--- src/rtl/lcms_defs.vh ---
/*
  Constants for the loss concealment mode selector: widths, thresholds,
  one-hot mode and frame-class codes, low-band limits.
  Assumes energy figures arrive as unsigned Q0.16 fractions.
*/
`ifndef LCMS_DEFS_VH
`define LCMS_DEFS_VH

// ----------------------------------------------------------------------
// Widths
// ----------------------------------------------------------------------
`define LCMS_EW          16
`define LCMS_CW          8
`define LCMS_MW          8
`define LCMS_KW          5

// ----------------------------------------------------------------------
// Thresholds, Q0.16 (0.159063 and 0.032209 scaled by 65536)
// ----------------------------------------------------------------------
`define LCMS_THR_SMOOTH  16'h28b8
`define LCMS_THR_STEADY  16'h083f

// ----------------------------------------------------------------------
// Low band 75 Hz .. 1000 Hz expressed as sub-band indices
// ----------------------------------------------------------------------
`define LCMS_LOW_FIRST   4'h1
`define LCMS_LOW_LAST    4'h4

// ----------------------------------------------------------------------
// Concealment modes, one-hot
// ----------------------------------------------------------------------
`define LCMS_M_NORMAL    8'h01
`define LCMS_M_PM_LOST   8'h02
`define LCMS_M_PM_NEXT   8'h04
`define LCMS_M_PM_BURST  8'h08
`define LCMS_M_RS_LOST   8'h10
`define LCMS_M_RS_NEXT   8'h20
`define LCMS_M_AFT_BURST 8'h40
`define LCMS_M_OLA       8'h80

// ----------------------------------------------------------------------
// Frame classes, one-hot
// ----------------------------------------------------------------------
`define LCMS_K_GOOD      5'h01
`define LCMS_K_SINGLE    5'h02
`define LCMS_K_BURST     5'h04
`define LCMS_K_GOOD_AS   5'h08
`define LCMS_K_GOOD_AB   5'h10

`endif

--- src/rtl/lcms_mode_select.v ---
/*
  Per-frame concealment mode selector for an audio frame decoder.
  Assumes the frame decoder presents loss flags and frame statistics
  together with a one-cycle frameStrobe, on the same clock.
*/
`timescale 1ns/1ps
`include "lcms_defs.vh"

module lcms_mode_select #(
  parameter NUM_BANDS = 16,
  parameter NORM_W    = 8
) (
  input  wire                        clock,
  input  wire                        resetn,
  input  wire                        frameStrobe,
  input  wire                        badFrame,
  input  wire                        frameFreqMode,
  input  wire [`LCMS_EW-1:0]         diffEnergy,
  input  wire                        transientFrame,
  input  wire [NUM_BANDS*NORM_W-1:0] bandNorms,
  output wire                        modeValid,
  output wire [`LCMS_MW-1:0]         concealMode,
  output wire [`LCMS_KW-1:0]         frameClass,
  output wire [`LCMS_CW-1:0]         lostFrameCount,
  output wire                        prevBad,
  output wire                        alignAllowed,
  output wire                        alignContinue,
  output wire                        steadyOut,
  output wire                        fdConceal,
  output wire                        spectrumRepeat,
  output wire                        overlapAddPrev
);

  localparam IDX_W = 4;

  reg                  valid_ff;
  reg [`LCMS_MW-1:0]   mode_ff;
  reg [`LCMS_MW-1:0]   nxt_mode;
  reg [`LCMS_KW-1:0]   class_ff;
  reg [`LCMS_KW-1:0]   nxt_class;
  reg [`LCMS_CW-1:0]   count_ff;
  reg [`LCMS_CW-1:0]   nxt_count;
  reg                  prevBad_ff;
  reg                  prevFd_ff;
  reg                  allowed_ff;
  reg                  nxt_allowed;
  reg                  continue_ff;
  reg                  nxt_continue;
  reg                  statOld_ff;
  reg                  statOut_ff;
  reg                  fd_ff;
  reg                  ola_ff;
  reg [IDX_W-1:0]      prevPeak_ff;
  reg [2:0]            trans_ff;
  wire [IDX_W-1:0]     peakIdx;
  wire                 peakLow;
  wire                 statCurr;
  wire                 statNext;
  wire                 steadyNow;
  wire                 peakNear;

  // ----------------------------------------------------------------------
  // Sub-band peak search
  // ----------------------------------------------------------------------
  lcms_peak_band #(
    .NUM_BANDS (NUM_BANDS),
    .NORM_W    (NORM_W),
    .IDX_W     (IDX_W)
  ) u_peak (
    .bandNorms (bandNorms),
    .peakIdx   (peakIdx),
    .peakLow   (peakLow)
  );

  // Stationarity with hysteresis; the selector sees this frame's output
  assign statCurr  = (diffEnergy < `LCMS_THR_STEADY);
  assign statNext  = (statOld_ff == statCurr) ? statCurr : statOut_ff;
  assign steadyNow = statNext || (diffEnergy < `LCMS_THR_SMOOTH);
  assign peakNear  = (peakIdx >= prevPeak_ff) ? (peakIdx - prevPeak_ff <= 4'h1)
                                              : (prevPeak_ff - peakIdx <= 4'h1);

  // ----------------------------------------------------------------------
  // Lost-frame count: restarts at one on the first loss after a good frame
  // ----------------------------------------------------------------------
  always @* begin
    if (badFrame) begin
      if (!prevBad_ff)
        nxt_count = 8'h01;
      else if (count_ff == 8'hff)
        nxt_count = count_ff;   // Saturate rather than wrap to a false single loss
      else
        nxt_count = count_ff + 8'h01;
    end else begin
      nxt_count = prevBad_ff ? count_ff : 8'h00;
    end
  end

  // ----------------------------------------------------------------------
  // Frame class
  // ----------------------------------------------------------------------
  always @* begin
    if (badFrame)
      nxt_class = (nxt_count == 8'h01) ? `LCMS_K_SINGLE : `LCMS_K_BURST;
    else if (prevBad_ff)
      nxt_class = (nxt_count > 8'h01) ? `LCMS_K_GOOD_AB : `LCMS_K_GOOD_AS;
    else
      nxt_class = `LCMS_K_GOOD;
  end

  // ----------------------------------------------------------------------
  // Mode selection; phase-alignment tests come first, in fixed priority
  // ----------------------------------------------------------------------
  always @* begin
    nxt_mode     = `LCMS_M_NORMAL;
    nxt_continue = continue_ff;
    if (badFrame && nxt_count == 8'h01 && allowed_ff && !continue_ff) begin
      nxt_mode     = `LCMS_M_PM_LOST;
      nxt_continue = 1'h1;
    end else if (prevBad_ff && !badFrame && continue_ff) begin
      nxt_mode     = `LCMS_M_PM_NEXT;
      nxt_continue = 1'h0;      // The chain of aligned frames ends here
    end else if (prevBad_ff && badFrame && continue_ff) begin
      nxt_mode     = `LCMS_M_PM_BURST;
    end else if (badFrame) begin
      nxt_continue = 1'h0;
      nxt_mode     = steadyNow ? `LCMS_M_RS_LOST : `LCMS_M_OLA;
    end else if (prevBad_ff) begin
      nxt_continue = 1'h0;
      if (steadyNow)
        nxt_mode = `LCMS_M_RS_NEXT;
      else if (nxt_count > 8'h01)
        nxt_mode = `LCMS_M_AFT_BURST;
      else
        nxt_mode = `LCMS_M_OLA;
    end
  end

  // ----------------------------------------------------------------------
  // Alignment-allowed flag, refreshed only in the memory update of good frames
  // ----------------------------------------------------------------------
  always @* begin
    if (badFrame)
      nxt_allowed = allowed_ff;
    else
      nxt_allowed = peakLow && peakNear && statCurr && (trans_ff == 3'h0);
  end

  // ----------------------------------------------------------------------
  // Frame-boundary registers
  // ----------------------------------------------------------------------
  always @(posedge clock or negedge resetn) begin
    if (!resetn) begin
      valid_ff    <= 1'h0;
      mode_ff     <= `LCMS_M_NORMAL;
      class_ff    <= `LCMS_K_GOOD;
      count_ff    <= 8'h00;
      prevBad_ff  <= 1'h0;
      prevFd_ff   <= 1'h0;
      allowed_ff  <= 1'h0;
      continue_ff <= 1'h0;
      statOld_ff  <= 1'h0;
      statOut_ff  <= 1'h0;
      fd_ff       <= 1'h0;
      ola_ff      <= 1'h0;
      prevPeak_ff <= 4'h0;
      trans_ff    <= 3'h0;
    end else begin
      valid_ff <= frameStrobe;
      if (frameStrobe) begin
        mode_ff     <= nxt_mode;
        class_ff    <= nxt_class;
        count_ff    <= nxt_count;
        prevBad_ff  <= badFrame;
        continue_ff <= nxt_continue;
        allowed_ff  <= nxt_allowed;
        statOut_ff  <= statNext;
        statOld_ff  <= statCurr;
        fd_ff       <= badFrame && prevFd_ff;
        ola_ff      <= (nxt_mode == `LCMS_M_OLA);
        // A lost frame keeps the coding mode of the last decoded frame
        if (!badFrame) begin
          prevFd_ff   <= frameFreqMode;
          prevPeak_ff <= peakIdx;
          trans_ff    <= {trans_ff[1:0], transientFrame};
        end
      end
    end
  end

  // ----------------------------------------------------------------------
  // Outputs, all from flip-flops
  // ----------------------------------------------------------------------
  assign modeValid      = valid_ff;
  assign concealMode    = mode_ff;
  assign frameClass     = class_ff;
  assign lostFrameCount = count_ff;
  assign prevBad        = prevBad_ff;
  assign alignAllowed   = allowed_ff;
  assign alignContinue  = continue_ff;
  assign steadyOut      = statOut_ff;
  assign fdConceal      = fd_ff;        // Frequency-domain path enable
  assign spectrumRepeat = fd_ff;
  assign overlapAddPrev = ola_ff;

endmodule // lcms_mode_select

--- src/rtl/lcms_peak_band.v ---
/*
  Finds the sub-band with the highest energy, energy being the square
  of each band's norm, and tells whether it lies in the low band.
  Assumes norms are stable while the frame strobe is high.
*/
`timescale 1ns/1ps
`include "lcms_defs.vh"

module lcms_peak_band #(
  parameter NUM_BANDS = 16,
  parameter NORM_W    = 8,
  parameter IDX_W     = 4
) (
  input  wire [NUM_BANDS*NORM_W-1:0] bandNorms,
  output reg  [IDX_W-1:0]            peakIdx,
  output wire                        peakLow
);

  reg [2*NORM_W-1:0] bestEnergy;
  reg [2*NORM_W-1:0] thisEnergy;
  reg [NORM_W-1:0]   thisNorm;
  integer            i;

  // ----------------------------------------------------------------------
  // Peak search; first band wins a tie so the result is deterministic
  // ----------------------------------------------------------------------
  always @* begin
    bestEnergy = {(2*NORM_W){1'h0}};
    thisEnergy = {(2*NORM_W){1'h0}};
    thisNorm   = {NORM_W{1'h0}};
    peakIdx    = {IDX_W{1'h0}};
    for (i = 0; i < NUM_BANDS; i = i + 1) begin
      thisNorm   = bandNorms[i*NORM_W +: NORM_W];
      thisEnergy = thisNorm * thisNorm;
      if (thisEnergy > bestEnergy) begin
        bestEnergy = thisEnergy;
        peakIdx    = i[IDX_W-1:0];
      end
    end
  end

  // Low band limits
  assign peakLow = (peakIdx >= `LCMS_LOW_FIRST) && (peakIdx <= `LCMS_LOW_LAST);

endmodule // lcms_peak_band

--- config.mk ---
export PLATFORM = sky130hd
export DESIGN_NAME = lcms_mode_select
export DESIGN_NICKNAME = d
export VERILOG_FILES = /design/src/rtl/lcms_mode_select.v /design/src/rtl/lcms_peak_band.v
export VERILOG_INCLUDE_DIRS = /design/src /design/src/rtl
export SDC_FILE = /design/constraint.sdc
export NUM_CORES = 2
export LEC_CHECK = 0
export ABC_AREA = 1
export BUFFER_PORTS_ARGS = -buffer_cell sky130_fd_sc_hd__buf_2
export CELL_PAD_IN_SITES_DETAIL_PLACEMENT = 1
export CELL_PAD_IN_SITES_GLOBAL_PLACEMENT = 1
export CORE_ASPECT_RATIO = 0.8
export CORE_UTILIZATION = 51
export DETAILED_ROUTE_END_ITERATION = 8
export GPL_TIMING_DRIVEN = 0
export MAX_ROUTING_LAYER = met4
export PLACE_DENSITY = 0.91
export REMOVE_ABC_BUFFERS = 1
export SYNTH_ARGS = -nofsm -noshare
export SYNTH_HDL_FRONTEND = slang
export SYNTH_SLANG_ARGS = --single-unit
--- constraint.sdc ---
create_clock -name clock -period 6.4 [get_ports clock]
set_input_delay 0.32 -clock clock [delete_from_list [all_inputs] [get_ports clock]]
set_output_delay 0.32 -clock clock [all_outputs]
set_load 0.03 [all_outputs]
==> flow_metrics.env, run 1 <==
export IMPL_synth_async_sr_flop_share=1.00
export IMPL_yosysMostFrequentCell="inv_1"
export IMPL_h_tree_depth=2
export IMPL_placementRows=87
export IMPL_fp_dieW_um=302
export IMPL_yosysSeqAreaShare=0.0246
export IMPL_endpoint_type="sequential cell input"
export IMPL_ys_warn_count=0
export IMPL_synth_common_cells="1415 x inv_1, 1196 x nand2_1, 659 x ha_1"
export IMPL_error="[ERROR GRT-0232] Routing congestion too high. Check the congestion heatmap in the GUI."
export IMPL_avgSynthCellArea_um2=6.83
export IMPL_synthCells=5358
export IMPL_numCtsBuffers=5
export IMPL_port_buffers=178
export IMPL_pin_count=179
export IMPL_antenna_found_initial=28
export IMPL_synth_lib_cells_used_distinct=61
export IMPL_grt_max_degree=37
export IMPL_ys_top_cells_by_area="ha_1 23%, fa_1 22%, inv_1 15%"
export IMPL_status="stopped before the end"
export IMPL_hpwlAfterDp_um=89800
export IMPL_haltStage="global routing (5_1_grt)"
export IMPL_placed_area_um2=38000
export IMPL_crit_endpoint="alignAllowed$_DFFE_PN0P_/D"
export IMPL_cts_hold_repair_buffers=0
export IMPL_synth_area_leader_cell="ha_1"
export IMPL_die_h_um=242
export IMPL_synth_edf_count=0
export IMPL_cts_root_buffer="clkbuf_16"
export IMPL_place_ws_ps=-27690
export IMPL_synth_flop_cell="dfrtp_1"
export IMPL_syn_area_um2=36600
export IMPL_clkSinkCount=36
export IMPL_cts_path_max_buffers=2
export IMPL_gp_congestion=0.898
export IMPL_grt_ovfl_total=611
export IMPL_grt_use_total=0.840
export IMPL_synth_seq_cells=36
export IMPL_initial_utilization=0.517
export IMPL_synth_top_area_share=0.225
layer usage:
layer | overflow | track usage
met1 | 15 | 0.813
met3 | 13 | 0.707
met4 | 169 | 0.861
met5 | - | -
met2 | 414 | 0.964
through the flow:
step                      std cells  setup TNS [ps]  hold slack [ps]
after floorplan                5203          -92520             24.4
after global placement         6315         -128820              456
after detailed placement       6315         -132780              461
after CTS                      6478          -91620              162
repair_timing:
action	in CTS
endpoints found under the setup margin	5
gates cloned	29
gates resized for setup	383
buffers inserted	126
pin swaps	172
logic make-up after synthesis:
| logic type | Yosys count | share of synthesized area |
|---|---|---|
| compound gates | 594 | 0.0884 |
| xor+xnor | 258 | 0.0617 |
| simple gates | 1818 | 0.214 |
| other cells | 2 | 0.000205 |
| flops | 36 | 0.0246 |
| fa+ha+maj | 1060 | 0.445 |
| buf+inv | 1590 | 0.166 |
==> run 2: changes to the inputs <==
- CELL_PAD_IN_SITES_DETAIL_PLACEMENT: 1 -> not set
- CELL_PAD_IN_SITES_GLOBAL_PLACEMENT: 1 -> not set
- CORE_ASPECT_RATIO: 0.8 -> not set
- CORE_UTILIZATION: 51 -> 39
- MAX_ROUTING_LAYER: met4 -> not set
- PLACE_DENSITY: 0.91 -> not set
- PLACE_DENSITY_LB_ADDON: not set -> 0.15
==> flow_metrics.env, run 2 <==
export IMPL_status="finished, violations left"
export IMPL_violations="negative setup slack"
export IMPL_multiInputGateArea_um2=32800
export IMPL_synth_edf_count=0
export IMPL_critPathMostFrequentCell="nand2_1"
export IMPL_clk_pin_slew_ps=60
export IMPL_synth_seq_cells=36
export IMPL_relSlewSlack=0.350
export IMPL_synth_lib_cells_used_distinct=61
export IMPL_place_ws_ps=-26890
export IMPL_seqCellArea_um2=902
export IMPL_min_period_over_period=3.98
export IMPL_yosys_area_share_simple=0.214
export IMPL_final_util=0.468
export IMPL_routed_via_density=4.68
export IMPL_worstSetupPathType="primary input to register"
export IMPL_synth_top_area_share=0.225
export IMPL_drv_slew=0
export IMPL_layout_commonest_cell="inv_1"
export IMPL_layout_common_cells="1385 x inv_1, 1088 x nand2_1, 608 x ha_1"
export IMPL_antenna_found_initial=10
export IMPL_numCtsBuffers=5
export IMPL_fin_crit_ps=25460
export IMPL_hold_ws_ps=137
export IMPL_grt_use_total=0.187
export IMPL_synth_top_family_by_area="adder cells"
export IMPL_drcViolationCount=0
export IMPL_yosysMostFrequentCell="inv_1"
export IMPL_fin_nets=6844
export IMPL_syn_area_um2=36600
export IMPL_crit_fanout=8
export IMPL_initial_utilization=0.393
export IMPL_worst_pin_slew_ps=950
export IMPL_startpoint_type="primary input"
export IMPL_synthAdderAreaFrac=0.445
export IMPL_end_kind="register"
export IMPL_grt_max_degree=37
export IMPL_cts_path_max_buffers=2
export IMPL_insertion_delay_ps=280
export IMPL_fp_dieW_um=308
export IMPL_coreArea_um2=93200
export IMPL_synth_xor_area_share=0.0617
export IMPL_hold_viol_final=0
export IMPL_drive_gt1_frac=0.163
export IMPL_postLayoutSetupSlackWorst_ps=-19060
export IMPL_critPathSlowestCell="fa_1"
export IMPL_synth_async_sr_flop_share=1.00
export IMPL_antenna_left=0
export IMPL_synth_common_cells="1415 x inv_1, 1196 x nand2_1, 659 x ha_1"
export IMPL_avgSynthCellArea_um2=6.83
export IMPL_drt_total_wl_um=89100
export IMPL_pin_count=179
export IMPL_placed_area_um2=38400
export IMPL_placementRows=112
export IMPL_fill_cells=9505
export IMPL_synthCells=5358
export IMPL_ys_warn_count=0
export IMPL_final_cell_area_um2=43600
export IMPL_h_tree_depth=2
export IMPL_grt_pass1_wl_um=150000
export IMPL_hpwlAfterDp_um=73100
export IMPL_grt_ovfl_total=0
export IMPL_first_iter_violations=1167
export IMPL_cts_hold_repair_buffers=0
export IMPL_drtPass1Iterations=5
export IMPL_yosysSeqAreaShare=0.0246
export IMPL_hp_class="primary input to async pin"
export IMPL_post_drt_wl_per_cell_um=12.9
export IMPL_ys_top_cells_by_area="ha_1 23%, fa_1 22%, inv_1 15%"
export IMPL_die_h_um=308
export IMPL_rsz0062_at_grt="yes"
export IMPL_die_area_um2=95100
export IMPL_max_cap_viol_count=0
export IMPL_dr_total_vias=32276
export IMPL_critical_path_required_ps=6570
export IMPL_synth_flop_cell="dfrtp_1"
export IMPL_crit_arrival_ps=25620
export IMPL_cts_tree="built"
export IMPL_skew_ps=6.38
export IMPL_port_buffers=178
export IMPL_muxShareOfSynthArea=0
export IMPL_synth_compound_area_share=0.0884
export IMPL_syn2layout_area_growth_pct=19.2
export IMPL_gp_congestion=0.856
export IMPL_slowest_delay_ps=520
export IMPL_synth_area_leader_cell="ha_1"
export IMPL_setup_viol=5
export IMPL_grt_pass1_vias=32365
export IMPL_cts_root_buffer="clkbuf_16"
export IMPL_max_freq_mhz=39.3
export IMPL_clkSinkCount=36
export IMPL_largest_register_ffs=8
[run 2: cells by family after synthesis]
family,after synthesis
flops,36
xor+xnor,258
compound gates,594
other cells,2
buf+inv,1590
simple gates,1818
fa+ha+maj,1060
[run 2: timing repair]
| action | CTS | global route |
|---|---|---|
| endpoints found under the setup margin | 5 | 5 |
| endpoints found under the hold margin | 0 | 0 |
| pin swaps | 166 | 251 |
| gates cloned | 31 | 3 |
| resized for setup | 434 | 302 |
| setup buffers | 121 | 91 |
[run 2: worst max-delay path, delay by kind of cell]
family	cells	cell delay, ps
AO/OA/AOI/OAI	34	4420
XOR/XNOR	2	390
adder cells (fa/ha/maj)	21	6130
buffers and inverters	34	3440
AND/OR/NAND/NOR	95	10720
[run 2: final timing paths]
kind	start	endpoint	slack, ps	cells past startpoint
worst max-delay path	bandNorms[10]	alignAllowed	-19060	186
worst min-delay path	resetn	lostFrameCount[7]	140	1
worst max register to register	lostFrameCount[4]	overlapAddPrev	3290	15
worst min register to register	overlapAddPrev	overlapAddPrev	470	2
max in group asynchronous	resetn	trans_ff[1]	5730	1
min in group clock	frameFreqMode	prevFd_ff	270	3
[run 2: stage by stage]
stage,setup TNS (ps),std cells
2_1_floorplan,-92520,5203
3_3_place_gp,-128350,6635
3_5_place_dp,-128910,6635
5_1_grt,-97890,6891
6_report,-91220,6892
4_1_cts,-89500,6795
[run 2: cell type report]
type                            count  share of cell area
Tap cell                         1254              0.0360
Clock inverter                      2            0.000803
Timing Repair Buffer              390              0.0648
Antenna cell                        3            0.000172
Sequential cell                    36              0.0207
Inverter                         1427               0.123
Clock buffer                        6             0.00295
Multi-Input combinational cell   3773               0.751
Timing Repair inverter              1            0.000172
[run 2: layer usage]
layer / GRT usage / up-vias / routed length [um] / part of all wire
met4: 0.0270 / 12 / 1570 / 0.018
met5: 0 / - / 69 / 0.00077
met3: 0.00694 / 103 / 1400 / 0.016
li1: - / 16851 / - / -
met2: 0.364 / 302 / 46900 / 0.53
met1: 0.228 / 15008 / 39200 / 0.44
Power of run 2 is not shown: default switching activity piles up to over one toggle a cycle in this logic, so the estimate is an artifact.
